`config.mk`:
```
export PLATFORM = sky130hd
export DESIGN_NAME = out_drv_regs
export DESIGN_NICKNAME = d
export VERILOG_FILES = /design/src/out_drv_pkg.sv /design/src/out_drv_regs.sv /design/src/short_sync.sv /design/src/irq_block.sv
export VERILOG_INCLUDE_DIRS = /design/src
export SDC_FILE = /design/constraint.sdc
export NUM_CORES = 1
export LEC_CHECK = 0
export ABC_AREA = 0
export BUFFER_PORTS_ARGS = -buffer_cell sky130_fd_sc_hd__buf_2
export CAP_MARGIN = 10
export CORE_MARGIN = 2
export CORE_UTILIZATION = 46
export DETAILED_ROUTE_END_ITERATION = 6
export PLACE_DENSITY = 0.75
export SLEW_MARGIN = 25
export SYNTH_ARGS = -nofsm -noshare
export SYNTH_HDL_FRONTEND = slang
export SYNTH_HIERARCHICAL = 1
export SYNTH_SLANG_ARGS = --single-unit
```
`constraint.sdc`:
```
create_clock -name CLK -period 2 [get_ports CLK]
set_input_delay 0.4 -clock CLK [delete_from_list [all_inputs] [get_ports CLK]]
set_output_delay 0.4 -clock CLK [all_outputs]
set_load 0.02 [all_outputs]
```
`src/out_drv_map.svh`:
```
// register offsets, field positions, reset values and timing counts for the output driver bank
`ifndef OUT_DRV_MAP_SVH
`define OUT_DRV_MAP_SVH
`define PAGE_SELECT_IDX          8'h00
`define RSVD_FIRST_IDX           8'h01
`define RSVD_LAST_IDX            8'h1D
`define AMP_FAULT_CONTROL_IDX    8'h1E
`define HEADPHONE_DRIVER_IDX     8'h1F
`define SPEAKER_AMP_IDX          8'h20
`define IRQ_STATUS_IDX           8'h3E
`define IRQ_MASK_IDX             8'h3F
`define SERVICE_PAGE             8'h01
`define PAGE_SELECT_RESET        8'h00
`define AMP_FAULT_RESET          8'h00
`define HEADPHONE_RESET          8'h04
`define SPEAKER_RESET            8'h06
`define SPEAKER_RSVD_RESET       6'h03
`define FAULT_SPK_CLR_BIT        1
`define FAULT_HP_CLR_BIT         0
`define HP_LEFT_BIT              7
`define HP_RIGHT_BIT             6
`define HP_RSVD_HI_BIT           5
`define HP_CM_LSB                3
`define HP_RSVD_LO_BIT           2
`define HP_SC_ACTION_BIT         1
`define HP_SC_STATUS_BIT         0
`define SPK_POWER_BIT            7
`define SPK_SC_STATUS_BIT        0
`define IRQ_HP_SC_BIT            0
`define IRQ_SPK_SC_BIT           1
`define RESERVED_READ_VALUE      8'h00
`define SYNC_STAGES              2
`endif

```
`src/out_drv_pkg.sv`:
```
// types shared by the output driver register bank
package out_drv_pkg;
  typedef logic [7:0] reg8_t;
  typedef logic [1:0] cm_level_t;
  typedef enum logic [1:0] {
    RESP_OKAY   = 2'h0,
    RESP_SLVERR = 2'h2
  } axi_resp_e;
endpackage : out_drv_pkg

```
`src/out_drv_regs.sv`:
```
// page-1 output driver power, common-mode and short-circuit register bank on AXI4-Lite
`include "out_drv_map.svh"
module out_drv_regs
  import out_drv_pkg::*;
(
  input  wire logic                   CLK,
  input  wire logic                   RESET,
  input  wire logic [7:0]             S_AXI_AWADDR,
  input  wire logic                   S_AXI_AWVALID,
  output logic                        S_AXI_AWREADY,
  input  wire logic [31:0]            S_AXI_WDATA,
  input  wire logic [3:0]             S_AXI_WSTRB,
  input  wire logic                   S_AXI_WVALID,
  output logic                        S_AXI_WREADY,
  output out_drv_pkg::axi_resp_e      S_AXI_BRESP,
  output logic                        S_AXI_BVALID,
  input  wire logic                   S_AXI_BREADY,
  input  wire logic [7:0]             S_AXI_ARADDR,
  input  wire logic                   S_AXI_ARVALID,
  output logic                        S_AXI_ARREADY,
  output logic [31:0]                 S_AXI_RDATA,
  output out_drv_pkg::axi_resp_e      S_AXI_RRESP,
  output logic                        S_AXI_RVALID,
  input  wire logic                   S_AXI_RREADY,
  input  wire logic                   HP_SHORT_DETECT,
  input  wire logic                   SPK_SHORT_DETECT,
  input  wire logic                   HP_SC_PROTECT_EN,
  output logic                        HEADPHONE_LEFT_DRIVER,
  output logic                        HEADPHONE_RIGHT_DRIVER,
  output out_drv_pkg::cm_level_t      HP_COMMON_MODE,
  output logic                        HP_SC_POWER_DOWN,
  output logic                        HP_SC_LIMIT_CURRENT,
  output logic                        SPEAKER_LEFT_POWER_BIT,
  output logic                        SPEAKER_RIGHT_POWER_BIT,
  output logic                        IRQ
);
  import out_drv_pkg::*;

  reg8_t       page_select_r;
  reg8_t       amp_fault_control_r;
  reg8_t       hp_ctrl_r;
  logic [6:0]  spk_ctrl_r;
  logic [1:0]  short_sync_q;
  logic        hp_short;
  logic        spk_short;
  logic [7:0]  aw_addr_r;
  logic        aw_held_r;
  logic [31:0] w_data_r;
  logic [3:0]  w_strb_r;
  logic        w_held_r;
  logic        wr_fire;
  logic        wr_hit;
  logic        wr_ok;
  logic        rd_ok;
  reg8_t       rd_value;
  logic        hp_kill;
  logic        spk_kill;
  logic [1:0]  irq_status;
  logic [1:0]  irq_mask;
  logic        irq_status_we;
  logic        irq_mask_we;

  // decode: which word an 8-bit index maps to; index = byte address / 4
  function automatic logic [7:0] word_index(input logic [7:0] addr);
    word_index = {2'h0, addr[7:2]};
  endfunction : word_index

  // legal register: page select always, others only on the service page
  function automatic logic reg_mapped(input logic [7:0] idx, input reg8_t page);
    logic on_page;
    on_page = (page == `SERVICE_PAGE);
    reg_mapped = (idx == `PAGE_SELECT_IDX) ||
                 (on_page && ((idx >= `RSVD_FIRST_IDX && idx <= `SPEAKER_AMP_IDX) ||
                              idx == `IRQ_STATUS_IDX || idx == `IRQ_MASK_IDX));
  endfunction : reg_mapped

  short_sync #(
    .WIDTH(2)
  ) u_short_sync (
    .CLK  (CLK),
    .RESET(RESET),
    .din  ({SPK_SHORT_DETECT, HP_SHORT_DETECT}),
    .dout (short_sync_q)
  );
  assign hp_short  = short_sync_q[0];
  assign spk_short = short_sync_q[1];

  // headphone short clears left/right power when enabled
  assign hp_kill  = hp_short && amp_fault_control_r[`FAULT_HP_CLR_BIT];
  // speaker short clears speaker power when enabled
  assign spk_kill = spk_short && amp_fault_control_r[`FAULT_SPK_CLR_BIT];

  // write channel: address and data captured independently, either order
  assign S_AXI_AWREADY = !aw_held_r && !S_AXI_BVALID;
  assign S_AXI_WREADY  = !w_held_r && !S_AXI_BVALID;
  assign wr_fire       = aw_held_r && w_held_r && !S_AXI_BVALID;
  assign wr_hit        = wr_fire && w_strb_r[0];

  always_ff @(posedge CLK or posedge RESET) begin
    if (RESET) begin
      aw_held_r <= 1'b0;
      aw_addr_r <= 8'h00;
    end else if (S_AXI_AWVALID && S_AXI_AWREADY) begin
      aw_held_r <= 1'b1;
      aw_addr_r <= word_index(S_AXI_AWADDR);
    end else if (wr_fire) begin
      aw_held_r <= 1'b0;
    end
  end

  always_ff @(posedge CLK or posedge RESET) begin
    if (RESET) begin
      w_held_r <= 1'b0;
      w_data_r <= 32'h0000_0000;
      w_strb_r <= 4'h0;
    end else if (S_AXI_WVALID && S_AXI_WREADY) begin
      w_held_r <= 1'b1;
      w_data_r <= S_AXI_WDATA;
      w_strb_r <= S_AXI_WSTRB;
    end else if (wr_fire) begin
      w_held_r <= 1'b0;
    end
  end

  // reserved window accepts nothing; writes there get SLVERR
  assign wr_ok = reg_mapped(aw_addr_r, page_select_r) &&
                 !(aw_addr_r >= `RSVD_FIRST_IDX && aw_addr_r <= `RSVD_LAST_IDX);

  always_ff @(posedge CLK or posedge RESET) begin
    if (RESET) begin
      S_AXI_BVALID <= 1'b0;
      S_AXI_BRESP  <= RESP_OKAY;
    end else if (wr_fire) begin
      S_AXI_BVALID <= 1'b1;
      S_AXI_BRESP  <= wr_ok ? RESP_OKAY : RESP_SLVERR;
    end else if (S_AXI_BREADY) begin
      S_AXI_BVALID <= 1'b0;
    end
  end

  // page select takes any byte value
  always_ff @(posedge CLK or posedge RESET) begin
    if (RESET) begin
      page_select_r <= `PAGE_SELECT_RESET;
    end else if (wr_hit && aw_addr_r == `PAGE_SELECT_IDX) begin
      page_select_r <= w_data_r[7:0];
    end
  end

  // upper bits stored only, no effect
  always_ff @(posedge CLK or posedge RESET) begin
    if (RESET) begin
      amp_fault_control_r <= `AMP_FAULT_RESET;
    end else if (wr_hit && wr_ok && aw_addr_r == `AMP_FAULT_CONTROL_IDX) begin
      amp_fault_control_r <= w_data_r[7:0];
    end
  end

  // hp_ctrl_r bit 0 is always written as zero and unused; the status bit is read live
  // power bits, cleared by a protected short
  always_ff @(posedge CLK or posedge RESET) begin
    if (RESET) begin
      hp_ctrl_r <= `HEADPHONE_RESET;
    end else begin
      if (wr_hit && wr_ok && aw_addr_r == `HEADPHONE_DRIVER_IDX) begin
        hp_ctrl_r <= {w_data_r[7:1], 1'b0};
      end
      // short clear beats a same-cycle power-up write
      if (hp_kill) begin
        hp_ctrl_r[`HP_LEFT_BIT]  <= 1'b0;
        hp_ctrl_r[`HP_RIGHT_BIT] <= 1'b0;
      end
    end
  end

  // class-D power bit; reserved bits kept as written
  always_ff @(posedge CLK or posedge RESET) begin
    if (RESET) begin
      spk_ctrl_r <= {1'b0, `SPEAKER_RSVD_RESET};
    end else begin
      if (wr_hit && wr_ok && aw_addr_r == `SPEAKER_AMP_IDX) begin
        spk_ctrl_r <= w_data_r[7:1];
      end
      if (spk_kill) begin
        spk_ctrl_r[`SPK_POWER_BIT-1] <= 1'b0;
      end
    end
  end

  assign HEADPHONE_LEFT_DRIVER  = hp_ctrl_r[`HP_LEFT_BIT];
  assign HEADPHONE_RIGHT_DRIVER = hp_ctrl_r[`HP_RIGHT_BIT];
  // common-mode code passed to the analog stage
  assign HP_COMMON_MODE         = hp_ctrl_r[`HP_CM_LSB+1:`HP_CM_LSB];
  // short response only matters with protection enabled
  assign HP_SC_POWER_DOWN       = HP_SC_PROTECT_EN && hp_ctrl_r[`HP_SC_ACTION_BIT];
  assign HP_SC_LIMIT_CURRENT    = HP_SC_PROTECT_EN && !hp_ctrl_r[`HP_SC_ACTION_BIT];
  // mono amp: one power bit feeds both speaker halves
  assign SPEAKER_LEFT_POWER_BIT  = spk_ctrl_r[`SPK_POWER_BIT-1];
  assign SPEAKER_RIGHT_POWER_BIT = spk_ctrl_r[`SPK_POWER_BIT-1];

  // events: live short levels; speaker only while powered
  assign irq_status_we = wr_hit && wr_ok && aw_addr_r == `IRQ_STATUS_IDX;
  assign irq_mask_we   = wr_hit && wr_ok && aw_addr_r == `IRQ_MASK_IDX;

  irq_block #(
    .N(2)
  ) u_irq (
    .CLK       (CLK),
    .RESET     (RESET),
    .event_set ({spk_short && SPEAKER_LEFT_POWER_BIT, hp_short}),
    .clear_mask(irq_status_we ? w_data_r[1:0] : 2'h0),
    .mask_we   (irq_mask_we),
    .mask_wdata(w_data_r[1:0]),
    .status    (irq_status),
    .mask      (irq_mask),
    .irq       (IRQ)
  );

  // read path: one transaction at a time, answer one cycle after acceptance
  assign S_AXI_ARREADY = !S_AXI_RVALID;
  assign rd_ok = reg_mapped(word_index(S_AXI_ARADDR), page_select_r);

  always_comb begin
    rd_value = `RESERVED_READ_VALUE;
    case (word_index(S_AXI_ARADDR))
      `PAGE_SELECT_IDX:       rd_value = page_select_r;
      `AMP_FAULT_CONTROL_IDX: rd_value = amp_fault_control_r;
      // live headphone short in bit 0
      `HEADPHONE_DRIVER_IDX:  rd_value = {hp_ctrl_r[7:1], hp_short};
      // live, non-sticky speaker short in bit 0
      `SPEAKER_AMP_IDX:       rd_value = {spk_ctrl_r, spk_short};
      `IRQ_STATUS_IDX:        rd_value = {6'h00, irq_status};
      `IRQ_MASK_IDX:          rd_value = {6'h00, irq_mask};
      default:                rd_value = `RESERVED_READ_VALUE;
    endcase
  end

  always_ff @(posedge CLK or posedge RESET) begin
    if (RESET) begin
      S_AXI_RVALID <= 1'b0;
      S_AXI_RDATA  <= 32'h0000_0000;
      S_AXI_RRESP  <= RESP_OKAY;
    end else if (S_AXI_ARVALID && S_AXI_ARREADY) begin
      S_AXI_RVALID <= 1'b1;
      S_AXI_RDATA  <= rd_ok ? {24'h00_0000, rd_value} : 32'h0000_0000;
      S_AXI_RRESP  <= rd_ok ? RESP_OKAY : RESP_SLVERR;
    end else if (S_AXI_RREADY) begin
      S_AXI_RVALID <= 1'b0;
    end
  end
endmodule : out_drv_regs

```
`src/short_sync.sv`:
```
// two-flop synchroniser for a short-circuit detector level
module short_sync #(
  parameter int WIDTH = 2
) (
  input  wire logic             CLK,
  input  wire logic             RESET,
  input  wire logic [WIDTH-1:0] din,
  output logic      [WIDTH-1:0] dout
);
  logic [WIDTH-1:0] meta_r;

  always_ff @(posedge CLK or posedge RESET) begin
    if (RESET) begin
      meta_r <= '0;
      dout   <= '0;
    end else begin
      meta_r <= din;
      dout   <= meta_r;
    end
  end
endmodule : short_sync

```
`src/irq_block.sv`:
```
// sticky event status with write-one-to-clear and mask gating
module irq_block #(
  parameter int N = 2
) (
  input  wire logic         CLK,
  input  wire logic         RESET,
  input  wire logic [N-1:0] event_set,
  input  wire logic [N-1:0] clear_mask,
  input  wire logic         mask_we,
  input  wire logic [N-1:0] mask_wdata,
  output logic      [N-1:0] status,
  output logic      [N-1:0] mask,
  output logic              irq
);
  // set wins over a clear in the same cycle
  always_ff @(posedge CLK or posedge RESET) begin
    if (RESET) begin
      status <= '0;
    end else begin
      status <= (status & ~clear_mask) | event_set;
    end
  end

  always_ff @(posedge CLK or posedge RESET) begin
    if (RESET) begin
      mask <= '0;
    end else if (mask_we) begin
      mask <= mask_wdata;
    end
  end

  assign irq = |(status & mask);
endmodule : irq_block

```
==> results of run 1 <==
[sequential cells by signal, summed over array words and instances (netlist names), 2 cells and up]
name,cells
u_short_sync/meta_r,2
amp_fault_control_r,8
u_irq/mask,2
u_irq/status,2
S_AXI_RDATA,8
w_data_r,8
spk_ctrl_r,7
hp_ctrl_r,7
u_short_sync/dout,2
page_select_r,8
aw_addr_r,6
[cell families (layout without fill, tap and decap cells)]
family | count (synthesis) | count (layout) | synth area share [%]
buffers and inverters | 48 | 86 | 9.54
flip-flops | 67 | 67 | 50.6
AND/OR/NAND/NOR | 58 | 58 | 10.8
other | 1 | 26 | 0.113
multiplexers | 52 | 52 | 19.2
AO/OA/AOI/OAI | 42 | 42 | 9.65
[layer usage]
| layer | share of wire (%) | vias to the layer above | routed length (um) | GRT usage [%] |
|---|---|---|---|---|
| met5 | 0 | - | 0 | 0 |
| met4 | 2.2 | 0 | 147 | 10.4 |
| met3 | 7.9 | 13 | 518 | 6.00 |
| met2 | 47 | 88 | 3080 | 27.7 |
| met1 | 43 | 1074 | 2850 | 23.0 |
| li1 | - | 1027 | - | - |
[worst max-delay path, delay by kind of cell (launching register included)]
kind             cells  cell delay [ps]
DFF                  1              430
muxes                1              310
and+or+nand+nor      3             1020
[cells in the mapped netlist, types with 2 or more instances]
| master | n |
|---|---|
| a21o_1 | 3 |
| a21oi_1 | 6 |
| a221o_1 | 2 |
| a22o_1 | 4 |
| a22oi_1 | 2 |
| a32o_1 | 3 |
| a32oi_1 | 4 |
| and2_1 | 8 |
| and3_1 | 2 |
| and4_1 | 3 |
| buf_4 | 30 |
| clkbuf_1 | 6 |
| dfrtp_1 | 64 |
| dfstp_2 | 3 |
| inv_1 | 10 |
| mux2_2 | 42 |
| mux2_4 | 8 |
| mux4_2 | 2 |
| nand2_1 | 11 |
| nand2_2 | 2 |
| nand2b_1 | 3 |
| nand3_1 | 6 |
| nor2_1 | 10 |
| nor2b_1 | 2 |
| o21ai_0 | 7 |
| o2bb2ai_1 | 3 |
| o31ai_1 | 2 |
[final timing paths]
kind,end,depth (start not counted),from
worst min register to register,u_short_sync/dout[0],0,u_short_sync/meta_r[0]
min in group asynchronous,u_short_sync/meta_r[0],3,RESET
worst max register to register,spk_ctrl_r[5],4,page_select_r[7]
worst max-delay path,spk_ctrl_r[5],4,page_select_r[7]
worst min-delay path,u_short_sync/meta_r[0],1,HP_SHORT_DETECT
max in group asynchronous,hp_ctrl_r[2],4,RESET
[per-stage QoR]
| stage | hold slack (ps) | worst slack (ps) | instance area [um^2] | utilization (%) |
|---|---|---|---|---|
| CTS | 146 | 58.3 | 3760 | 54.7 |
| finish | 165 | 116 | 3770 | 54.9 |
| global route | 145 | 30.3 | 3770 | 54.9 |
| floorplan | 166 | 149 | 3410 | - |
| detailed placement | 312 | 77.8 | 3570 | 52.0 |
| global placement | 305 | 140 | 3570 | 52.0 |
[cell type report]
| cell class | instances | area [um^2] |
|---|---|---|
| clock buffers | 14 | 163 |
| clock inverters | 2 | 10.0 |
| fillers | 599 | 3100 |
| inverters | 10 | 37.5 |
| multi-input cells | 178 | 1430 |
| flip-flops and latches | 67 | 1680 |
| well taps | 96 | 120 |
| repair buffers | 60 | 330 |
[power by group]
| group | switching [mW] | internal, mW | leakage, nW | total (mW) |
|---|---|---|---|---|
| Sequential | 0.286 | 1.61 | 0.861 | 1.89 |
| Clock | 0.477 | 0.515 | 0.0905 | 0.993 |
| Combinational | 0.435 | 0.369 | 0.912 | 0.804 |
| Total | 1.20 | 2.49 | 1.86 | 3.69 |
[what timing repair did]
| action | 4_1_cts | 5_1_grt |
|---|---|---|
| setup endpoints to repair | 0 | 14 |
| gates resized for setup | 0 | 2 |
| endpoints found under the hold margin | 8 | 0 |
| hold buffers | 1 | 0 |
==> flow_metrics.env, run 1 <==
export IMPL_synth_area_leaders="dfrtp_1 (48%), mux2_2 (14%), buf_4 (6.8%)"
export IMPL_gp_congestion=0.828
export IMPL_start_kind="flip-flop"
export IMPL_wl_per_cell_um=15.4
export IMPL_final_nets=388
export IMPL_skew_ps=5.47
export IMPL_grt_pass1_wl_mm=10.6
export IMPL_final_antenna_net_count=0
export IMPL_grt_total_usage_pct=18.2
export IMPL_synth_cells=268
export IMPL_finalSetupViolCount=0
export IMPL_maxCapViolCount=0
export IMPL_grt_overflow=0
export IMPL_synth_edf_count=0
export IMPL_syn_cell_area_um2=3320
export IMPL_core_um2=6870
export IMPL_clkSinkCount=67
export IMPL_grt_antenna_before_repair=0
export IMPL_drc_errors=0
export IMPL_rrSetupSlack_ps=120
export IMPL_worstPathMaxFanout=7
export IMPL_synth_top_area_share_pct=48.3
export IMPL_critPathMaxStageDelay_ps=560
export IMPL_die_y_um=88.9
export IMPL_ys_warn_count=6
export IMPL_fin_crit_ps=1880
export IMPL_grt_pass1_vias=2188
export IMPL_path_class="flip-flop to flip-flop"
export IMPL_max_freq_mhz=531
export IMPL_cp_end_kind="flip-flop"
export IMPL_clk_pin_slew_ps=70
export IMPL_dp_hpwl_mm=4.87
export IMPL_hp_class="input port to flip-flop"
export IMPL_yosysTopAreaCell="dfrtp_1"
export IMPL_clock_path_buffers=2
export IMPL_slew_viol_final=0
export IMPL_status="completed"
export IMPL_initial_core_util_pct=48.3
export IMPL_rsz0062_at_grt="false"
export IMPL_insertion_delay_ps=340
export IMPL_mostFrequentLayoutCells="dfrtp_1 (64), buf_2 (54), mux2_2 (42)"
export IMPL_cts_setup_buffers=0
export IMPL_cp_data_arrival_time_ps=2110
export IMPL_layout_commonest_cell="dfrtp_1"
export IMPL_die_w_um=88.9
export IMPL_wirelength_mm=6.60
export IMPL_ys_seq_elements=67
export IMPL_crit_chain="or4b_4 > nor3_2 > and2_4 > mux2_4"
export IMPL_port_buffers=54
export IMPL_synth_flop_cell="dfrtp_1"
export IMPL_row_count=30
export IMPL_cts_tree="yes"
export IMPL_vias=2202
export IMPL_syn2layout_area_growth_pct=13.7
export IMPL_tns_ps=0
export IMPL_finalPower_mw=3.69
export IMPL_dieArea_um2=7910
export IMPL_num_antenna_cells=0
export IMPL_viasPerCell=5.16
export IMPL_ys_seq_area_share_pct=50.6
export IMPL_leakage_nw=1.86
export IMPL_instances_no_fill=427
export IMPL_syn_avg_cell_area_um2=12.4
export IMPL_powerDensity_nw_per_um2=978
export IMPL_dr_pass1_iters=4
export IMPL_cp_data_required_time_ps=2220
export IMPL_ys_types=47
export IMPL_ir_drop_mv=0.658
export IMPL_drtIter0Drc=101
export IMPL_cts_root_buf="clkbuf_8"
export IMPL_hold_viol_final=0
export IMPL_cts_buffers=9
export IMPL_crit_path_top_delay_cell="or4b_4"
export IMPL_drive_gt1_share_pct=42.0
export IMPL_htreeDepth=3
export IMPL_io_pins=112
export IMPL_fin_crit_sh_pct=94.2
export IMPL_async_flop_share_pct=100
export IMPL_placed_cells=410
export IMPL_grt_max_degree=60
Note: power is estimated with default switching activity, not from simulation.
==> inputs of run 2 (changes only) <==
CTS_BUF_LIST = sky130_fd_sc_hd__clkbuf_4 sky130_fd_sc_hd__clkbuf_8   (was not set)
==> run 2 against run 1 <==
  * Register-to-register slack barely moved
  * Sequential power about the same
  * Die area is the same
  * Utilization up 0.16 points
  * Power rose by 1.2%
  * Flip-flop and latch count stayed put
  * Sequential share of layout area fell by 0.13 points
  * Design area up 0.30%
  * Maximum frequency is essentially flat
  * Combinational power hardly changed
==> flow_metrics.env, run 2 (synthesized netlist as in run 1, its figures left out) <==
export IMPL_fin_crit_sh_pct=94.1
export IMPL_path_class="flip-flop to flip-flop"
export IMPL_grt_max_degree=60
export IMPL_htreeDepth=3
export IMPL_initial_core_util_pct=48.3
export IMPL_crit_chain="or4b_4 > nor3_2 > and2_4 > mux2_4"
export IMPL_grt_overflow=0
export IMPL_crit_path_top_delay_cell="or4b_4"
export IMPL_powerDensity_nw_per_um2=987
export IMPL_ir_drop_mv=0.659
export IMPL_grt_antenna_before_repair=0
export IMPL_core_um2=6870
export IMPL_cts_root_buf="clkbuf_8"
export IMPL_syn2layout_area_growth_pct=14.1
export IMPL_drtIter0Drc=120
export IMPL_rsz0062_at_grt="false"
export IMPL_dr_pass1_iters=4
export IMPL_cts_tree="yes"
export IMPL_reg2reg_from="page_select_r[7]"
export IMPL_drive_gt1_share_pct=42.9
export IMPL_drc_errors=0
export IMPL_cp_data_required_time_ps=2230
export IMPL_mostFrequentLayoutCells="dfrtp_1 (64), buf_2 (54), mux2_2 (42)"
export IMPL_row_count=30
export IMPL_worstPathMaxFanout=7
export IMPL_die_w_um=88.9
export IMPL_num_fill_cells=599
export IMPL_tns_ps=0
export IMPL_dieArea_um2=7910
export IMPL_cp_data_arrival_time_ps=2110
export IMPL_status="completed"
export IMPL_grt_pass1_vias=2183
export IMPL_dp_hpwl_mm=4.87
export IMPL_max_freq_mhz=531
export IMPL_clkSinkCount=67
export IMPL_io_pins=112
export IMPL_wirelength_mm=6.61
export IMPL_worstHoldEndpoint="u_short_sync/meta_r[0]"
export IMPL_start_kind="flip-flop"
export IMPL_hold_depth=1
export IMPL_vias=2207
export IMPL_layout_setup_ws_ps=118
export IMPL_wl_per_cell_um=15.5
export IMPL_fin_crit_ps=1880
export IMPL_die_y_um=88.9
export IMPL_num_antenna_cells=0
export IMPL_slew_viol_final=0
export IMPL_cts_setup_buffers=0
export IMPL_clock_path_buffers=2
export IMPL_grt_total_usage_pct=18.3
export IMPL_final_antenna_net_count=0
export IMPL_rrSetupSlack_ps=120
export IMPL_skew_ps=7.01
export IMPL_layout_commonest_cell="dfrtp_1"
export IMPL_leakage_nw=1.87
export IMPL_r2r_end="spk_ctrl_r[5]"
export IMPL_port_buffers=54
export IMPL_reg2reg_depth=4
export IMPL_preCtsSetupSlack_ps=77.8
export IMPL_grt_pass1_wl_mm=10.6
export IMPL_viasPerCell=5.17
export IMPL_finalSetupViolCount=0
export IMPL_final_nets=388
export IMPL_clk_pin_slew_ps=70
export IMPL_hp_start="HP_SHORT_DETECT"
export IMPL_insertion_delay_ps=340
export IMPL_hold_viol_final=0
export IMPL_maxCapViolCount=0
export IMPL_critPathMaxStageDelay_ps=560
export IMPL_cp_end_kind="flip-flop"
export IMPL_cts_buffers=9
export IMPL_gp_congestion=0.828
export IMPL_hp_class="input port to flip-flop"
-- run 2: cell counts in the layout (fill, tap and decap cells not counted) --
No cell type changed its count.
-- run 2: worst max-delay path by stage --
stage                          start                     end  slack (ps)  depth (start not counted)
CTS                 page_select_r[3]  amp_fault_control_r[0]          60                          4
global placement     S_AXI_ARADDR[2]          S_AXI_RDATA[7]         140                          5
finish              page_select_r[7]           spk_ctrl_r[5]         120                          4
floorplan                      RESET          S_AXI_BRESP[1]         150                          1
detailed placement  page_select_r[3]  amp_fault_control_r[4]          80                          4
global route        page_select_r[7]           spk_ctrl_r[3]          30                          4
-- run 2: area by class of cell --
type	count	area (um^2)	share of cell area (%)
multi-input cells	178	1430	37.9
repair buffers	60	330	8.73
clock inverters	2	10.0	0.264
well taps	96	120	3.17
clock buffers	14	174	4.60
inverters	10	37.5	0.992
flip-flops and latches	67	1680	44.4
-- run 2: metal layers --
layer	share of wire, %	wire length (um)	track usage (%)	up-vias
met5	0	0	0	-
met4	2.6	174	10.2	0
met3	7.5	494	5.72	14
met2	46	3030	27.7	82
met1	44	2910	23.5	1082
li1	-	-	-	1029
-- run 2: power by group --
| group | switching [mW] | internal, mW |
|---|---|---|
| Sequential | 0.284 | 1.61 |
| Clock | 0.484 | 0.556 |
| Combinational | 0.435 | 0.369 |
| Total | 1.20 | 2.53 |
-- run 2: what timing repair did --
item,4_1_cts,5_1_grt
hold endpoints to repair,8,0
gates resized for setup,0,2
hold buffers,1,0
setup endpoints to repair,0,13
-- run 2: critical path: cells and delay by family, from the launching register on --
| family | cells | cell delay (ps) |
|---|---|---|
| simple gates | 3 | 1020 |
| flops | 1 | 430 |
| mux | 1 | 310 |
-- run 2: metrics by stage --
stage          hold WS (ps)  instance area (um^2)  power (mW)  utilization [%]  std cells
2_1_floorplan           166                  3410        2.47                -        293
3_3_place_gp            305                  3570        2.66             52.0        410
3_5_place_dp            312                  3570        2.71             52.0        410
4_1_cts                 146                  3770        3.76             54.8        427
5_1_grt                 145                  3780        3.96             55.1        427
6_report                162                  3780        3.73             55.1        427
==> inputs of run 3 (changes only) <==
clock period = 1.8 ns   (was 2 ns; I/O delays follow)
==> run 3 against run 2 <==
  * The run now ends with negative setup slack left
  * Count of clock-buffer cells in the layout unchanged
  * Utilization increased by 2.2 points
  * Register-to-register slack got worse by 180 ps
  * Sequential power increased by 12%
==> flow_metrics.env, run 3 (synthesized netlist as in run 1, its figures left out) <==
export IMPL_cts_buffers=9
export IMPL_placed_cells=422
export IMPL_maxCapViolCount=0
export IMPL_ir_drop_mv=0.815
export IMPL_final_antenna_net_count=0
export IMPL_insertion_delay_ps=330
export IMPL_worstPathMaxFanout=7
export IMPL_dr_pass1_iters=4
export IMPL_status="complete, but fails checks"
export IMPL_r2r_end="spk_ctrl_r[2]"
export IMPL_htreeDepth=3
export IMPL_grt_overflow=0
export IMPL_grt_pass1_wl_mm=10.8
export IMPL_dp_hpwl_mm=4.91
export IMPL_io_pins=112
export IMPL_num_fill_cells=562
export IMPL_layout_setup_ws_ps=-59.7
export IMPL_syn2layout_area_growth_pct=18.7
export IMPL_skew_ps=10.9
export IMPL_crit_chain="or4_4 > nor3_4 > and2_4 > mux2_4"
export IMPL_cp_top_family="simple AND/OR/NAND/NOR gates"
export IMPL_wl_per_cell_um=15.0
export IMPL_cp_num_buf_inv=0
export IMPL_cp_end_kind="flip-flop"
export IMPL_die_y_um=88.9
export IMPL_num_antenna_cells=0
export IMPL_clk_pin_slew_ps=70
export IMPL_clock_path_buffers=2
export IMPL_slew_viol_final=0
export IMPL_reg2reg_from="page_select_r[1]"
export IMPL_fin_crit_sh_pct=103
export IMPL_wirelength_mm=6.61
export IMPL_hp_class="input port to flip-flop"
export IMPL_drive_gt1_share_pct=46.5
export IMPL_cp_data_arrival_time_ps=2080
export IMPL_violations="negative setup slack"
export IMPL_cts_tree="yes"
export IMPL_gp_congestion=0.824
export IMPL_worstHoldEndpoint="u_short_sync/meta_r[0]"
export IMPL_critPathMaxStageDelay_ps=580
export IMPL_crit_path_top_delay_cell="or4_4"
export IMPL_initial_core_util_pct=48.3
export IMPL_viasPerCell=5.06
export IMPL_tns_ps=-266
export IMPL_grt_max_degree=60
export IMPL_fin_area_um2=3940
export IMPL_drtIter0Drc=120
export IMPL_layout_commonest_cell="dfrtp_1"
export IMPL_grt_total_usage_pct=18.2
export IMPL_mostFrequentLayoutCells="dfrtp_1 (63), buf_2 (54), mux2_2 (42)"
export IMPL_hold_depth=1
export IMPL_row_count=30
export IMPL_cts_root_buf="clkbuf_8"
export IMPL_start_kind="flip-flop"
export IMPL_port_buffers=54
export IMPL_path_class="flip-flop to flip-flop"
export IMPL_powerDensity_nw_per_um2=1110
export IMPL_final_nets=401
export IMPL_finalSetupViolCount=12
export IMPL_max_freq_mhz=538
export IMPL_dpl_cell_area_um2=3680
export IMPL_postLayoutCoreUtil_pct=57.3
export IMPL_grt_pass1_vias=2219
export IMPL_rsz0062_at_grt="true"
export IMPL_grt_antenna_before_repair=0
export IMPL_clkSinkCount=67
export IMPL_dieArea_um2=7910
export IMPL_reg2reg_depth=4
export IMPL_hp_start="HP_SHORT_DETECT"
export IMPL_die_w_um=88.9
export IMPL_fin_crit_ps=1860
export IMPL_rrSetupSlack_ps=-60
export IMPL_cp_data_required_time_ps=2020
export IMPL_hold_viol_final=0
export IMPL_leakage_nw=1.95
export IMPL_vias=2227
export IMPL_core_um2=6870
export IMPL_instances_no_fill=440
export IMPL_drc_errors=0
## run 3: where the power goes
group / internal (mW) / switching, mW / leakage (nW)
Combinational: 0.465 / 0.511 / 0.976
Clock: 0.761 / 0.525 / 0.111
Sequential: 1.79 / 0.320 / 0.860
## run 3: worst max-delay path by stage
stage / from / depth (start not counted) / slack, ps / end
finish: page_select_r[1] / 4 / -60 / spk_ctrl_r[2]
CTS: page_select_r[1] / 4 / -40 / spk_ctrl_r[2]
global placement: page_select_r[7] / 4 / -20 / spk_ctrl_r[2]
floorplan: page_select_r[7] / 5 / 4 / spk_ctrl_r[2]
detailed placement: page_select_r[7] / 4 / -70 / spk_ctrl_r[2]
global route: page_select_r[1] / 4 / -90 / spk_ctrl_r[2]
## run 3: per-stage QoR
step | setup slack [ps] | hold WS, ps | power (mW)
final | -59.7 | 135 | 4.37
after global routing | -94.4 | 117 | 4.63
after CTS | -35.1 | 118 | 4.41
after detailed placement | -68.9 | 282 | 3.06
after global placement | -21.4 | 277 | 3.00
after floorplan | 3.95 | 126 | 2.74
## run 3: cell type report
| cell class | instances | area (um^2) | area share, % |
|---|---|---|---|
| inverters | 10 | 41.3 | 1.05 |
| repair buffers | 73 | 440 | 11.2 |
| flip-flops and latches | 67 | 1680 | 42.7 |
| well taps | 96 | 120 | 3.05 |
| clock inverters | 2 | 35.0 | 0.890 |
| multi-input cells | 178 | 1450 | 36.7 |
| clock buffers | 14 | 174 | 4.42 |
## run 3: timing repair
action                                  4_1_cts  5_1_grt
endpoints found under the setup margin       16       37
hold buffers                                  1        0
setup buffers                                 1        0
pin swaps                                     3        0
gates resized for setup                       4        3
hold endpoints to repair                      8        0
## run 3: routing by layer
metal	vias to the layer above	part of all wire, %	routed length (um)	track usage, %
met5	-	0	0	0
met3	8	6.0	398	3.79
li1	1054	-	-	-
met2	89	47	3100	28.7
met4	0	1.4	94	8.68
met1	1076	46	3020	24.2
